[config.mk]
export PLATFORM = sky130hd
export DESIGN_NAME = sde_host
export DESIGN_NICKNAME = d
export VERILOG_FILES = /design/src/logic/sde_pkg.sv /design/src/logic/sde_host.sv
export SDC_FILE = /design/constraint.sdc
export NUM_CORES = 1
export LEC_CHECK = 0
export ABC_AREA = 1
export BUFFER_PORTS_ARGS = -buffer_cell sky130_fd_sc_hd__buf_2
export CAP_MARGIN = 40
export CORE_ASPECT_RATIO = 1.2
export CORE_UTILIZATION = 35
export DETAILED_ROUTE_END_ITERATION = 8
export HOLD_SLACK_MARGIN = 0.06
export PLACE_DENSITY = 0.67
export SLEW_MARGIN = 10
export SYNTH_ARGS = -nofsm -noshare
export SYNTH_HDL_FRONTEND = slang
export SYNTH_SLANG_ARGS = --single-unit
[constraint.sdc]
create_clock -name clk_sys -period 1.9 [get_ports clk_sys]
set_clock_uncertainty 0.1 [all_clocks]
set_input_delay 0.285 -clock clk_sys [delete_from_list [all_inputs] [get_ports clk_sys]]
set_output_delay 0.285 -clock clk_sys [all_outputs]
set_load 0.02 [all_outputs]
[src/logic/sde_pkg.sv]
// Constants, register map and states of the check-unit host controller
package sde_pkg;
  // Widths
  localparam int DW = 16;
  localparam int CW = 6;
  localparam int RAW = 8;
  localparam int CNT_W = 8;
  // Own register offsets
  localparam logic [RAW-1:0] REG_CTRL = 8'h00;
  localparam logic [RAW-1:0] REG_ADDR = 8'h04;
  localparam logic [RAW-1:0] REG_WDATA = 8'h08;
  localparam logic [RAW-1:0] REG_BYTESEL = 8'h0c;
  localparam logic [RAW-1:0] REG_STATUS = 8'h10;
  localparam logic [RAW-1:0] REG_RDATA = 8'h14;
  localparam logic [RAW-1:0] REG_SYND = 8'h18;
  // Control bits
  localparam int CTRL_WR_BIT = 0;
  localparam int CTRL_RD_BIT = 1;
  localparam int CTRL_RMW_BIT = 2;
  localparam int CTRL_CLR_BIT = 3;
  // Status bits
  localparam int ST_BUSY_BIT = 0;
  localparam int ST_CLEAN_BIT = 1;
  localparam int ST_CORR_BIT = 2;
  localparam int ST_UNCORR_BIT = 3;
  localparam logic [31:0] ZERO32 = 32'h0000_0000;
  // Timing
  localparam int CLK_PERIOD_NS = 10;
  localparam int T_SETTLE_NS = 50;
  localparam int SETTLE_CYC = (T_SETTLE_NS + CLK_PERIOD_NS - 1) / CLK_PERIOD_NS;
  localparam int SYNC_STAGES = 2;
  localparam logic [CNT_W-1:0] WAIT_SETTLE = CNT_W'(SETTLE_CYC);
  localparam logic [CNT_W-1:0] WAIT_SAMPLE = CNT_W'(SETTLE_CYC + SYNC_STAGES);
  localparam logic [CNT_W-1:0] WAIT_ONE = 8'h01;
  // Mode select codes {hi, lo}
  localparam logic [1:0] MODE_GEN = 2'b00;
  localparam logic [1:0] MODE_FLAG = 2'b10;
  localparam logic [1:0] MODE_LATCH = 2'b11;
  // Sequencer states
  typedef enum logic [3:0] {
    SDE_IDLE = 4'h0,
    SDE_RD_FLAG = 4'h1,
    SDE_LATCH_IN = 4'h2,
    SDE_HOLD = 4'h3,
    SDE_OUT_CORR = 4'h4,
    SDE_WR_GEN = 4'h5,
    SDE_WR_STROBE = 4'h6,
    SDE_DONE = 4'h7
  } sde_state_t;
endpackage

[src/logic/sde_host.sv]
// Host controller sequencing a 16-bit check/correct unit and its memory
// Operation
// - Read-flag transparent, latch mode captures words
// - Capture memory word before byte write
// - Output latch holds on rising control
// - High byte enable lets host drive byte
// - Regenerate check word before write back
// - Generate mode drives check bits out
// - Accept read data only with flags high
// - Correctable flag starts correction sequence
// - Both flags low: uncorrectable, raise interrupt
module sde_host #(
  parameter int MAW = 16
) (
  // Clock and reset
  input wire logic clk_sys,
  input wire logic nrst,
  // Register port
  input wire logic [sde_pkg::RAW-1:0] reg_addr,
  input wire logic [31:0] reg_wdata,
  input wire logic reg_wr,
  input wire logic reg_rd,
  output logic [31:0] reg_rdata,
  // Unit control pins
  output logic mode_select_hi,
  output logic mode_select_lo,
  output logic low_byte_out_enable_n,
  output logic high_byte_out_enable_n,
  output logic data_out_latch_ctl_n,
  output logic check_port_out_enable_n,
  input wire logic fault_flag_n,
  input wire logic multi_fault_flag_n,
  // Shared data and check lines
  input wire logic [sde_pkg::DW-1:0] data_word_in,
  output logic [sde_pkg::DW-1:0] data_word_out,
  output logic [1:0] data_word_oe_n,
  input wire logic [sde_pkg::CW-1:0] check_bit_in,
  // Memory array strobes
  output logic [MAW-1:0] mem_addr,
  output logic mem_rd,
  output logic mem_wr,
  // Processor interrupt
  output logic uncorr_irq
);
  import sde_pkg::*;

  sde_state_t state_r, state_nxt;
  logic [CNT_W-1:0] cnt_r;
  logic [CNT_W-1:0] wait_lim;
  logic wait_done;
  logic rmw_r, rd_op_r;
  logic [MAW-1:0] addr_r;
  logic [DW-1:0] wdata_r, rdata_r;
  logic [1:0] bytesel_r;
  logic [CW-1:0] synd_r;
  logic clean_r, corr_r, uncorr_r, uncorr_set;
  logic [DW-1:0] db_m_r, db_s_r;
  logic [CW-1:0] cb_m_r, cb_s_r;
  logic [1:0] fl_m_r, fl_s_r;
  logic flags_clean, flags_corr, flags_uncorr;
  logic ctrl_wr, start_any, rmw_live;

  // Mode pins per state; generate mode only while writing back
  function automatic logic [1:0] pin_mode(input sde_state_t s);
    case (s)
      SDE_LATCH_IN, SDE_HOLD, SDE_OUT_CORR: pin_mode = MODE_LATCH;
      SDE_WR_GEN, SDE_WR_STROBE: pin_mode = MODE_GEN;
      default: pin_mode = MODE_FLAG;
    endcase
  endfunction

  // Pin inputs pass two flops; the first stage is read by nothing else
  always_ff @(posedge clk_sys or negedge nrst)
  begin
    if (!nrst)
    begin
      db_m_r <= '0;
      db_s_r <= '0;
      cb_m_r <= '0;
      cb_s_r <= '0;
      fl_m_r <= 2'h3;
      fl_s_r <= 2'h3;
    end
    else
    begin
      db_m_r <= data_word_in;
      db_s_r <= db_m_r;
      cb_m_r <= check_bit_in;
      cb_s_r <= cb_m_r;
      fl_m_r <= {multi_fault_flag_n, fault_flag_n};
      fl_s_r <= fl_m_r;
    end
  end

  assign flags_clean = (fl_s_r == 2'h3);
  assign flags_corr = (fl_s_r == 2'h2);
  assign flags_uncorr = !fl_s_r[1];
  assign ctrl_wr = reg_wr && (reg_addr == REG_CTRL);
  assign start_any = ctrl_wr && (state_r == SDE_IDLE) &&
                     (reg_wdata[CTRL_WR_BIT] || reg_wdata[CTRL_RD_BIT] ||
                      reg_wdata[CTRL_RMW_BIT]);
  // Write back entered straight from idle is always a plain write; the merge flag may still be stale
  assign rmw_live = rmw_r && (state_r != SDE_IDLE);

  // Wait length per state; sampling states add the synchroniser delay
  always_comb
  begin
    unique case (state_r)
      SDE_RD_FLAG, SDE_OUT_CORR: wait_lim = WAIT_SAMPLE;
      SDE_LATCH_IN, SDE_WR_GEN: wait_lim = WAIT_SETTLE;
      default: wait_lim = WAIT_ONE;
    endcase
  end
  assign wait_done = (cnt_r == wait_lim - WAIT_ONE);

  // Sequencer
  always_comb
  begin
    state_nxt = state_r;
    unique case (state_r)
      SDE_IDLE:
        if (start_any)
          state_nxt = (reg_wdata[CTRL_RD_BIT] || reg_wdata[CTRL_RMW_BIT]) ?
                      SDE_RD_FLAG : SDE_WR_GEN;
      SDE_RD_FLAG:
        if (wait_done)
        begin
          if (flags_uncorr)
            state_nxt = SDE_DONE;
          else if (rmw_r || flags_corr)
            state_nxt = SDE_LATCH_IN;
          else
            state_nxt = SDE_DONE;
        end
      SDE_LATCH_IN:
        if (wait_done)
          state_nxt = SDE_HOLD;
      SDE_HOLD:
        state_nxt = rmw_r ? SDE_WR_GEN : SDE_OUT_CORR;
      SDE_OUT_CORR:
        if (wait_done)
          state_nxt = SDE_DONE;
      SDE_WR_GEN:
        if (wait_done)
          state_nxt = SDE_WR_STROBE;
      SDE_WR_STROBE:
        state_nxt = SDE_DONE;
      SDE_DONE:
        state_nxt = SDE_IDLE;
      default:
        state_nxt = SDE_IDLE;
    endcase
  end

  always_ff @(posedge clk_sys or negedge nrst)
  begin
    if (!nrst)
    begin
      state_r <= SDE_IDLE;
      cnt_r <= '0;
    end
    else
    begin
      state_r <= state_nxt;
      cnt_r <= (state_nxt != state_r) ? '0 : cnt_r + WAIT_ONE;
    end
  end

  // Software registers; orders other than clear are ignored while busy
  always_ff @(posedge clk_sys or negedge nrst)
  begin
    if (!nrst)
    begin
      addr_r <= '0;
      wdata_r <= '0;
      bytesel_r <= '0;
      rmw_r <= 1'b0;
      rd_op_r <= 1'b0;
    end
    else
    begin
      if (reg_wr && reg_addr == REG_ADDR && state_r == SDE_IDLE)
        addr_r <= reg_wdata[MAW-1:0];
      if (reg_wr && reg_addr == REG_WDATA && state_r == SDE_IDLE)
        wdata_r <= reg_wdata[DW-1:0];
      if (reg_wr && reg_addr == REG_BYTESEL && state_r == SDE_IDLE)
        bytesel_r <= reg_wdata[1:0];
      if (start_any)
      begin
        rmw_r <= reg_wdata[CTRL_RMW_BIT];
        rd_op_r <= reg_wdata[CTRL_RD_BIT] && !reg_wdata[CTRL_RMW_BIT];
      end
    end
  end

  // Results; uncorrectable bit is sticky and its set beats a clear
  assign uncorr_set = (state_r == SDE_RD_FLAG) && wait_done && flags_uncorr;
  always_ff @(posedge clk_sys or negedge nrst)
  begin
    if (!nrst)
    begin
      clean_r <= 1'b0;
      corr_r <= 1'b0;
      uncorr_r <= 1'b0;
      rdata_r <= '0;
      synd_r <= '0;
    end
    else
    begin
      if (start_any)
      begin
        clean_r <= 1'b0;
        corr_r <= 1'b0;
      end
      if (state_r == SDE_RD_FLAG && wait_done && flags_clean)
      begin
        clean_r <= 1'b1;
        if (!rmw_r)
          rdata_r <= db_s_r;
      end
      if (state_r == SDE_OUT_CORR && wait_done)
      begin
        corr_r <= 1'b1;
        rdata_r <= db_s_r;
        synd_r <= cb_s_r;
      end
      if (uncorr_set)
        uncorr_r <= 1'b1;
      else if (ctrl_wr && reg_wdata[CTRL_CLR_BIT])
        uncorr_r <= 1'b0;
    end
  end
  assign uncorr_irq = uncorr_r;

  // Read data one cycle after the strobe; unmapped reads give zero
  always_ff @(posedge clk_sys or negedge nrst)
  begin
    if (!nrst)
      reg_rdata <= ZERO32;
    else if (reg_rd)
    begin
      unique case (reg_addr)
        REG_ADDR: reg_rdata <= 32'(addr_r);
        REG_WDATA: reg_rdata <= 32'(wdata_r);
        REG_BYTESEL: reg_rdata <= 32'(bytesel_r);
        REG_STATUS: reg_rdata <= 32'({uncorr_r, corr_r, clean_r,
                                      state_r != SDE_IDLE});
        REG_RDATA: reg_rdata <= 32'(rdata_r);
        REG_SYND: reg_rdata <= 32'(synd_r);
        default: reg_rdata <= ZERO32;
      endcase
    end
    else
      reg_rdata <= ZERO32;
  end

  // Pins registered from the next state so they change cleanly
  always_ff @(posedge clk_sys or negedge nrst)
  begin
    if (!nrst)
    begin
      {mode_select_hi, mode_select_lo} <= MODE_FLAG;
      data_out_latch_ctl_n <= 1'b0;
      {high_byte_out_enable_n, low_byte_out_enable_n} <= 2'h3;
      check_port_out_enable_n <= 1'b1;
      data_word_oe_n <= 2'h3;
      mem_rd <= 1'b0;
      mem_wr <= 1'b0;
    end
    else
    begin
      {mode_select_hi, mode_select_lo} <= pin_mode(state_nxt);
      // Latch follows in the capture step, then holds from the rise
      data_out_latch_ctl_n <= (state_nxt != SDE_LATCH_IN);
      mem_rd <= (state_nxt == SDE_RD_FLAG) || (state_nxt == SDE_LATCH_IN);
      mem_wr <= (state_nxt == SDE_WR_STROBE);
      unique case (state_nxt)
        SDE_OUT_CORR:
        begin
          {high_byte_out_enable_n, low_byte_out_enable_n} <= 2'h0;
          check_port_out_enable_n <= 1'b0;
          data_word_oe_n <= 2'h3;
        end
        SDE_WR_GEN, SDE_WR_STROBE:
        begin
          // Modified bytes come from the host, the rest from the latch
          {high_byte_out_enable_n, low_byte_out_enable_n} <=
            rmw_live ? bytesel_r : 2'h3;
          data_word_oe_n <= rmw_live ? ~bytesel_r : 2'h0;
          check_port_out_enable_n <= 1'b0;
        end
        default:
        begin
          {high_byte_out_enable_n, low_byte_out_enable_n} <= 2'h3;
          check_port_out_enable_n <= 1'b1;
          data_word_oe_n <= 2'h3;
        end
      endcase
    end
  end
  assign data_word_out = wdata_r;
  assign mem_addr = addr_r;
endmodule

# Yosys cells after proc, flatten, opt, wreduce, memory -nomap -nowiden
# Index checks and enable logic that the tools add are counted.
# totals
register_bits	162
inputBits	68
out_inout_bits	75
elab_cells	117
# op_classes
addsub	2
eq_ne	24
muxes	29
bitwise	1
reduce_logical	34
# ops
op	n
case mux 16 bit (6 select lines)	1
two-way mux 16 bit	3
two-way mux 32 bit	1
case mux 4 bit (7 select lines)	1
== test 4 x 3 -> 1 bit, second input constant	6
== test 8 x 5 -> 1 bit, second input constant	3
two-way mux 4 bit	5
== test 4 x 2 -> 1 bit, second input constant	4
== test 8 x 4 -> 1 bit, second input constant	2
logical AND 1 bit	15
two-way mux 3 bit	3
adder 8 x 1 -> 8 bit, second input constant	1
== test 4 x 1 -> 1 bit, second input constant	2
== test 8 x 3 -> 1 bit, second input constant	1
== test 8 bit	1
logical NOT 8 bit	1
two-way mux 8 bit	1
nonzero test 2 bit	4
subtractor 8 x 1 -> 8 bit, second input constant	1
two-way mux 1 bit	7
two-way mux 2 bit	3
case mux 3 bit (2 select lines)	1
OR reduction 2 bit	3
OR reduction 3 bit	2
other kinds (12)	18

# Depth between registers and ports, before layout
# depth
depth_word	10
ltp_mapped	16

# Least setup slack after synthesis
# OpenSTA, ideal clock, no wires.
# synth_path
kind	flip-flop to flip-flop
from	register state_r[3]
to	register rdata_r[10]
setup_time_ns	0.117
arrival_time_ns	1.718
slack_ns	-0.034
path_stages_with_launch	15
cell_sequence	dfrtp_1 -> inv_2 -> nand2_1 -> nor2_2 -> nor2_2 -> nand2_1 -> nand2_1 -> nand2_2 -> nand2_4 -> nand2_2 -> nand4_2 -> o21a_4 -> buf_6 -> nand2_2 -> o21ai_2
# synth_via
elab_chain_len	9
word_cells_on_any_way	16
# synth_lines
element	line_no	text
start, declared	sde_host.sv:47	sde_state_t state_r, state_nxt;
start signal, assigned	sde_host.sv:164	state_r <= state_nxt;
== test 4 x 3 -> 1 bit, or another cell as far along	sde_host.sv:108	unique case (state_r)
OR reduction 2 bit	sde_host.sv:108	
case mux 3 bit (2 select lines)	sde_host.sv:108	
subtractor 8 x 1 -> 8 bit	sde_host.sv:114	assign wait_done = (cnt_r == wait_lim - WAIT_ONE);
== test 8 bit	sde_host.sv:114	
logical AND 1 bit (2 in a row)	sde_host.sv:215	if (state_r == SDE_RD_FLAG && wait_done && flags_clean)
nonzero test 2 bit (no line)	-	
AND reduction 2 bit (no line)	-	
end signal, assigned	sde_host.sv:219	rdata_r <= db_s_r;
end signal, assigned	sde_host.sv:224	rdata_r <= db_s_r;
end, declared	sde_host.sv:53	logic [DW-1:0] wdata_r, rdata_r;
# Several ways; a longest one is shown, not always the timed one.
# A chain may end at the register's enable or synchronous reset.

# Worst setup path in the final report
# layout_path
from	register state_r[0]
to	register cnt_r[0]
# layout_via
elab_chain_len	9
word_cells_on_any_way	22
# layout_lines
element	line_no	text
== test 4 x 3 -> 1 bit, or another cell as far along	sde_host.sv:108, sde_host.sv:120	
OR reduction 2 bit	sde_host.sv:108	
case mux 3 bit (2 select lines)	sde_host.sv:108	
subtractor 8 x 1 -> 8 bit	sde_host.sv:114	
== test 8 bit	sde_host.sv:114	
two-way mux 4 bit, on equally long branches	-	
case mux 4 bit (7 select lines)	sde_host.sv:120	unique case (state_r)
inequality test 4 bit *	sde_host.sv:165	cnt_r <= (state_nxt != state_r) ? '0 : cnt_r + WAIT_ONE;
two-way mux 8 bit *	sde_host.sv:165	
end signal, assigned	sde_host.sv:165	
end, declared	sde_host.sv:48	logic [CNT_W-1:0] cnt_r;
# Every way passes the cells marked *; elsewhere a longest branch is shown, timed or not.

==> summary.md <==
| Metric | Value |
|---|---|
| Status | complete, but fails checks |
| Failing checks | setup timing |
| Post-synth EDFFs | 0 |
| Worst-Skew Late Latency | 0.42 ns |
| Max_cap viols | 0 |
| Gr busiest metal | met2 |
| Post-route total power | roughly 0.008 W |
| DP Wirelength | 9.41 mm |
| P&R area growth vs syn | 44.5% |
| GRT overflow | 0 |
| Met1 Resource Use GR | 0.207 |
| R2R cell count | 13 |
| Routed len/inst | about 14 microns |
| Async SR Flop Fraction | 1.00 |
| Initial antenna violation count | 0 |
| GR Util met2 | 0.270 |
| YS warnings | 0 |
| Post-synth top area share | 0.569 |
| Critical R2R Capture | cnt_r[0]$_DFF_PN0_ |
| CP Launch Type | register |
| Share of layout cells above drive strength 1 | 0.433 |
| RSZ-0062 raised after global routing | yes |
| Hold Crit Depth | 3 |
| Placed cell area | 7110 sq um |
| 1st-pass router iterations | 4 |
| R2R Path Start | state_r[0]$_DFF_PN0_ |
| Most numerous cell in the Yosys netlist | dfrtp_1 |
| N_diodes | 0 |
| Vias in the first global route | around 4500 |
| Die ar. | 17600 sq um |
| Mapped Area | about 6000 sq um |
| I/O pin cnt | 143 |
| Worst Path Arrival | approximately 2.3 ns |
| Hold endpoint | mem_addr[0]$_DFFE_PN0P_ |
| Chip Width | 121 microns |
| PD cells | 926 nW/um^2 |
| Vias per cell | about 4.5 |
| TritonCTS clock tree | built |
| Cts bufs inserted | 17 |
| Routability Congestion | 0.837 |
| Worst slew pin tran | 0.533 ns |
| GRT Total Usage | 0.163 |
| 1st-iter DRT viols | around 190 |
| Clock transition at the registers of the reported paths | approximately 0.070 ns |
| Core area | 16800 sq um |
| Setup Viol. Count Final | 52 |
| Yosys top cell by area | dfrtp_1 |
| Critical-path maximum fanout | 8 |
| Hold wc startpoint | reg_wdata[0] |
| Post-synth cell types | 45 |
| Std-Cell Rows | 52 |
| CTS Buffer Depth | 2 |
| PortBufs | 110 |
| Mapped Cells | 580 |
| Final slew viol count | 0 |
| Final Util | 0.515 |
| Final min period | between 2 and 2.5 ns |
| Setup_tns | -4.78 ns |
| Nets | 873 |
| Grt met3 use | 0.0303 |
| Largest net degree at the start of global routing | 52 |
| Synth cell count leaders | dfrtp_1, nand2_1, inv_1 |
| Crit Path Class | reg2reg |
| H-Tree Depth | 4 |
| Final hold vios | 0 |
| Top post-synthesis cells by area | dfrtp_1, nand2_1, inv_1 |
| Drt drc | 0 |
| Crit path capture type | register |
| Worst path required time | around 2.2 ns |
| Hold Crit Class | in2reg |
| Vias | 4655 |
| Final WS setup | -0.165 ns |
| Die H | 145 microns |
| Starting utilization of the core area | 0.357 |
| Achievable Freq | 484 MHz |
| Worst rel slew slack | 0.643 |
| Root Driver | clkbuf_16 |
| Register area share after synthesis | 0.613 |
| Syn_area_per_cell | a little over 10 sq um |
| Post-Route WL | 14.9 mm |
| First-pass GRT wire length | roughly 22 mm |
| CTS Sinks | approximately 150 |
| Fin crit share | 1.09 |
| DRT antenna net count | 0 |
| Peak VDD IR | 0.621 mV |
| R2r setup slk | -0.16 ns |
| Post-route cell area | around 8600 sq um |
| P_leak | 4.40 nW |
| Most used DFF post-synth | dfrtp_1 |
| Synth Register Bits | 146 |
-- per-layer routing --
layer / part of all wire / wire, microns
met5: 0 / 0
met4: 0.022 / 334
met3: 0.040 / 597
met2: 0.52 / 7720
met1: 0.42 / 6240
-- flip-flops by register name, indices dropped and copies added, names as in the netlist, 8 cells and up --
signal / count
mem_addr: 16
cnt_r: 8
data_word_out: 16
reg_rdata: 16
db_s_r: 16
rdata_r: 16
db_m_r: 16
-- logic make-up after synthesis --
| logic type | after synthesis | share of synthesized area |
|---|---|---|
| simple gates | 210 | 0.175 |
| xor+xnor | 3 | 0.00439 |
| mux | 12 | 0.0213 |
| flops | 146 | 0.613 |
| fa+ha+maj | 1 | 0.00209 |
| compound gates | 89 | 0.0949 |
| other cells | 1 | 0.000627 |
| buf+inv | 118 | 0.0886 |
-- report_power, final --
part | internal (W) | switching [W]
Combinational | 0.000526 | 0.000588
Clock | 0.00179 | 0.00152
Sequential | 0.00339 | 0.000197
Total | 0.00570 | 0.00231
-- stage by stage --
| stage | hold slack (ns) | setup slack, ns | std cells |
|---|---|---|---|
| final | 0.150 | -0.165 | 1033 |
| after global routing | 0.153 | -0.308 | 1033 |
| after CTS | 0.119 | -0.146 | 1018 |
| after detailed placement | 0.173 | -0.238 | 943 |
| after global placement | 0.169 | -0.164 | 943 |
| after floorplan | -0.111 | -0.0305 | 596 |
-- layout make-up --
class,count,area [sq um]
Fill cell,1491,8140
Sequential cell,146,3670
Multi-Input combinational cell,335,2160
Timing Repair Buffer,213,1580
Clock buffer,17,425
Inverter,90,347
Tap cell,216,270
Clock inverter,15,183
Timing Repair inverter,1,7.51
-- how the worst max path moves through the flow --
stage                         start                         endpoint  slack (ns)  depth (start not counted)
2_1_floorplan  state_r[0]$_DFF_PN0_          rdata_r[10]$_DFFE_PN0P_       -0.03                         14
3_3_place_gp   state_r[0]$_DFF_PN0_          rdata_r[15]$_DFFE_PN0P_       -0.16                         13
3_5_place_dp   state_r[0]$_DFF_PN0_          rdata_r[15]$_DFFE_PN0P_       -0.24                         13
4_1_cts        state_r[1]$_DFF_PN0_  low_byte_out_enable_n$_DFF_PN1_       -0.15                         14
5_1_grt        state_r[3]$_DFF_PN0_               cnt_r[0]$_DFF_PN0_       -0.31                         15
6_report       state_r[0]$_DFF_PN0_               cnt_r[0]$_DFF_PN0_       -0.16                         13
-- placed cells by master (no fill, tap or decap), types with 5 or more instances in the layout --
cell type        n
dfrtp_1        132
buf_2          109
nand2_1         88
inv_1           78
buf_4           48
dlygate4sd3_1   38
nand2_2         31
nor2_1          23
o21ai_2         21
clkbuf_16       20
conb_1          17
o21ai_0         16
nand3_1         15
nor2_4          14
a31oi_1         12
o21ai_1         11
nand2_4         10
dfstp_2         10
inv_2            9
nor2_2           9
a21oi_2          9
buf_6            9
a21oi_1          6
mux2_2           6
mux2i_1          6
inv_8            6
buf_12           6
nor3_1           5
clkinv_8         5
-- timing repair --
item | 4_1_cts | 5_1_grt
pin swaps | 6 | 29
gates cloned | 2 | 6
endpoints found under the hold margin | 88 | 0
endpoints found under the setup margin | 68 | 63
setup buffers | 3 | 9
hold buffers | 38 | 0
resized for setup | 20 | 75
-- critical path, cell delays in order (launching register included) --
cell,delay (ns)
dfrtp_2,0.46
nor2_4,0.14
inv_2,0.05
nor2_4,0.14
nor2_4,0.06
nand2_1,0.08
nand2_2,0.07
nand2_4,0.10
nand2_4,0.08
nand2_2,0.09
nand3_4,0.14
o21ai_4,0.17
nand3b_4,0.18
nor2_2,0.14
Note: power is estimated with default switching activity, not from simulation.
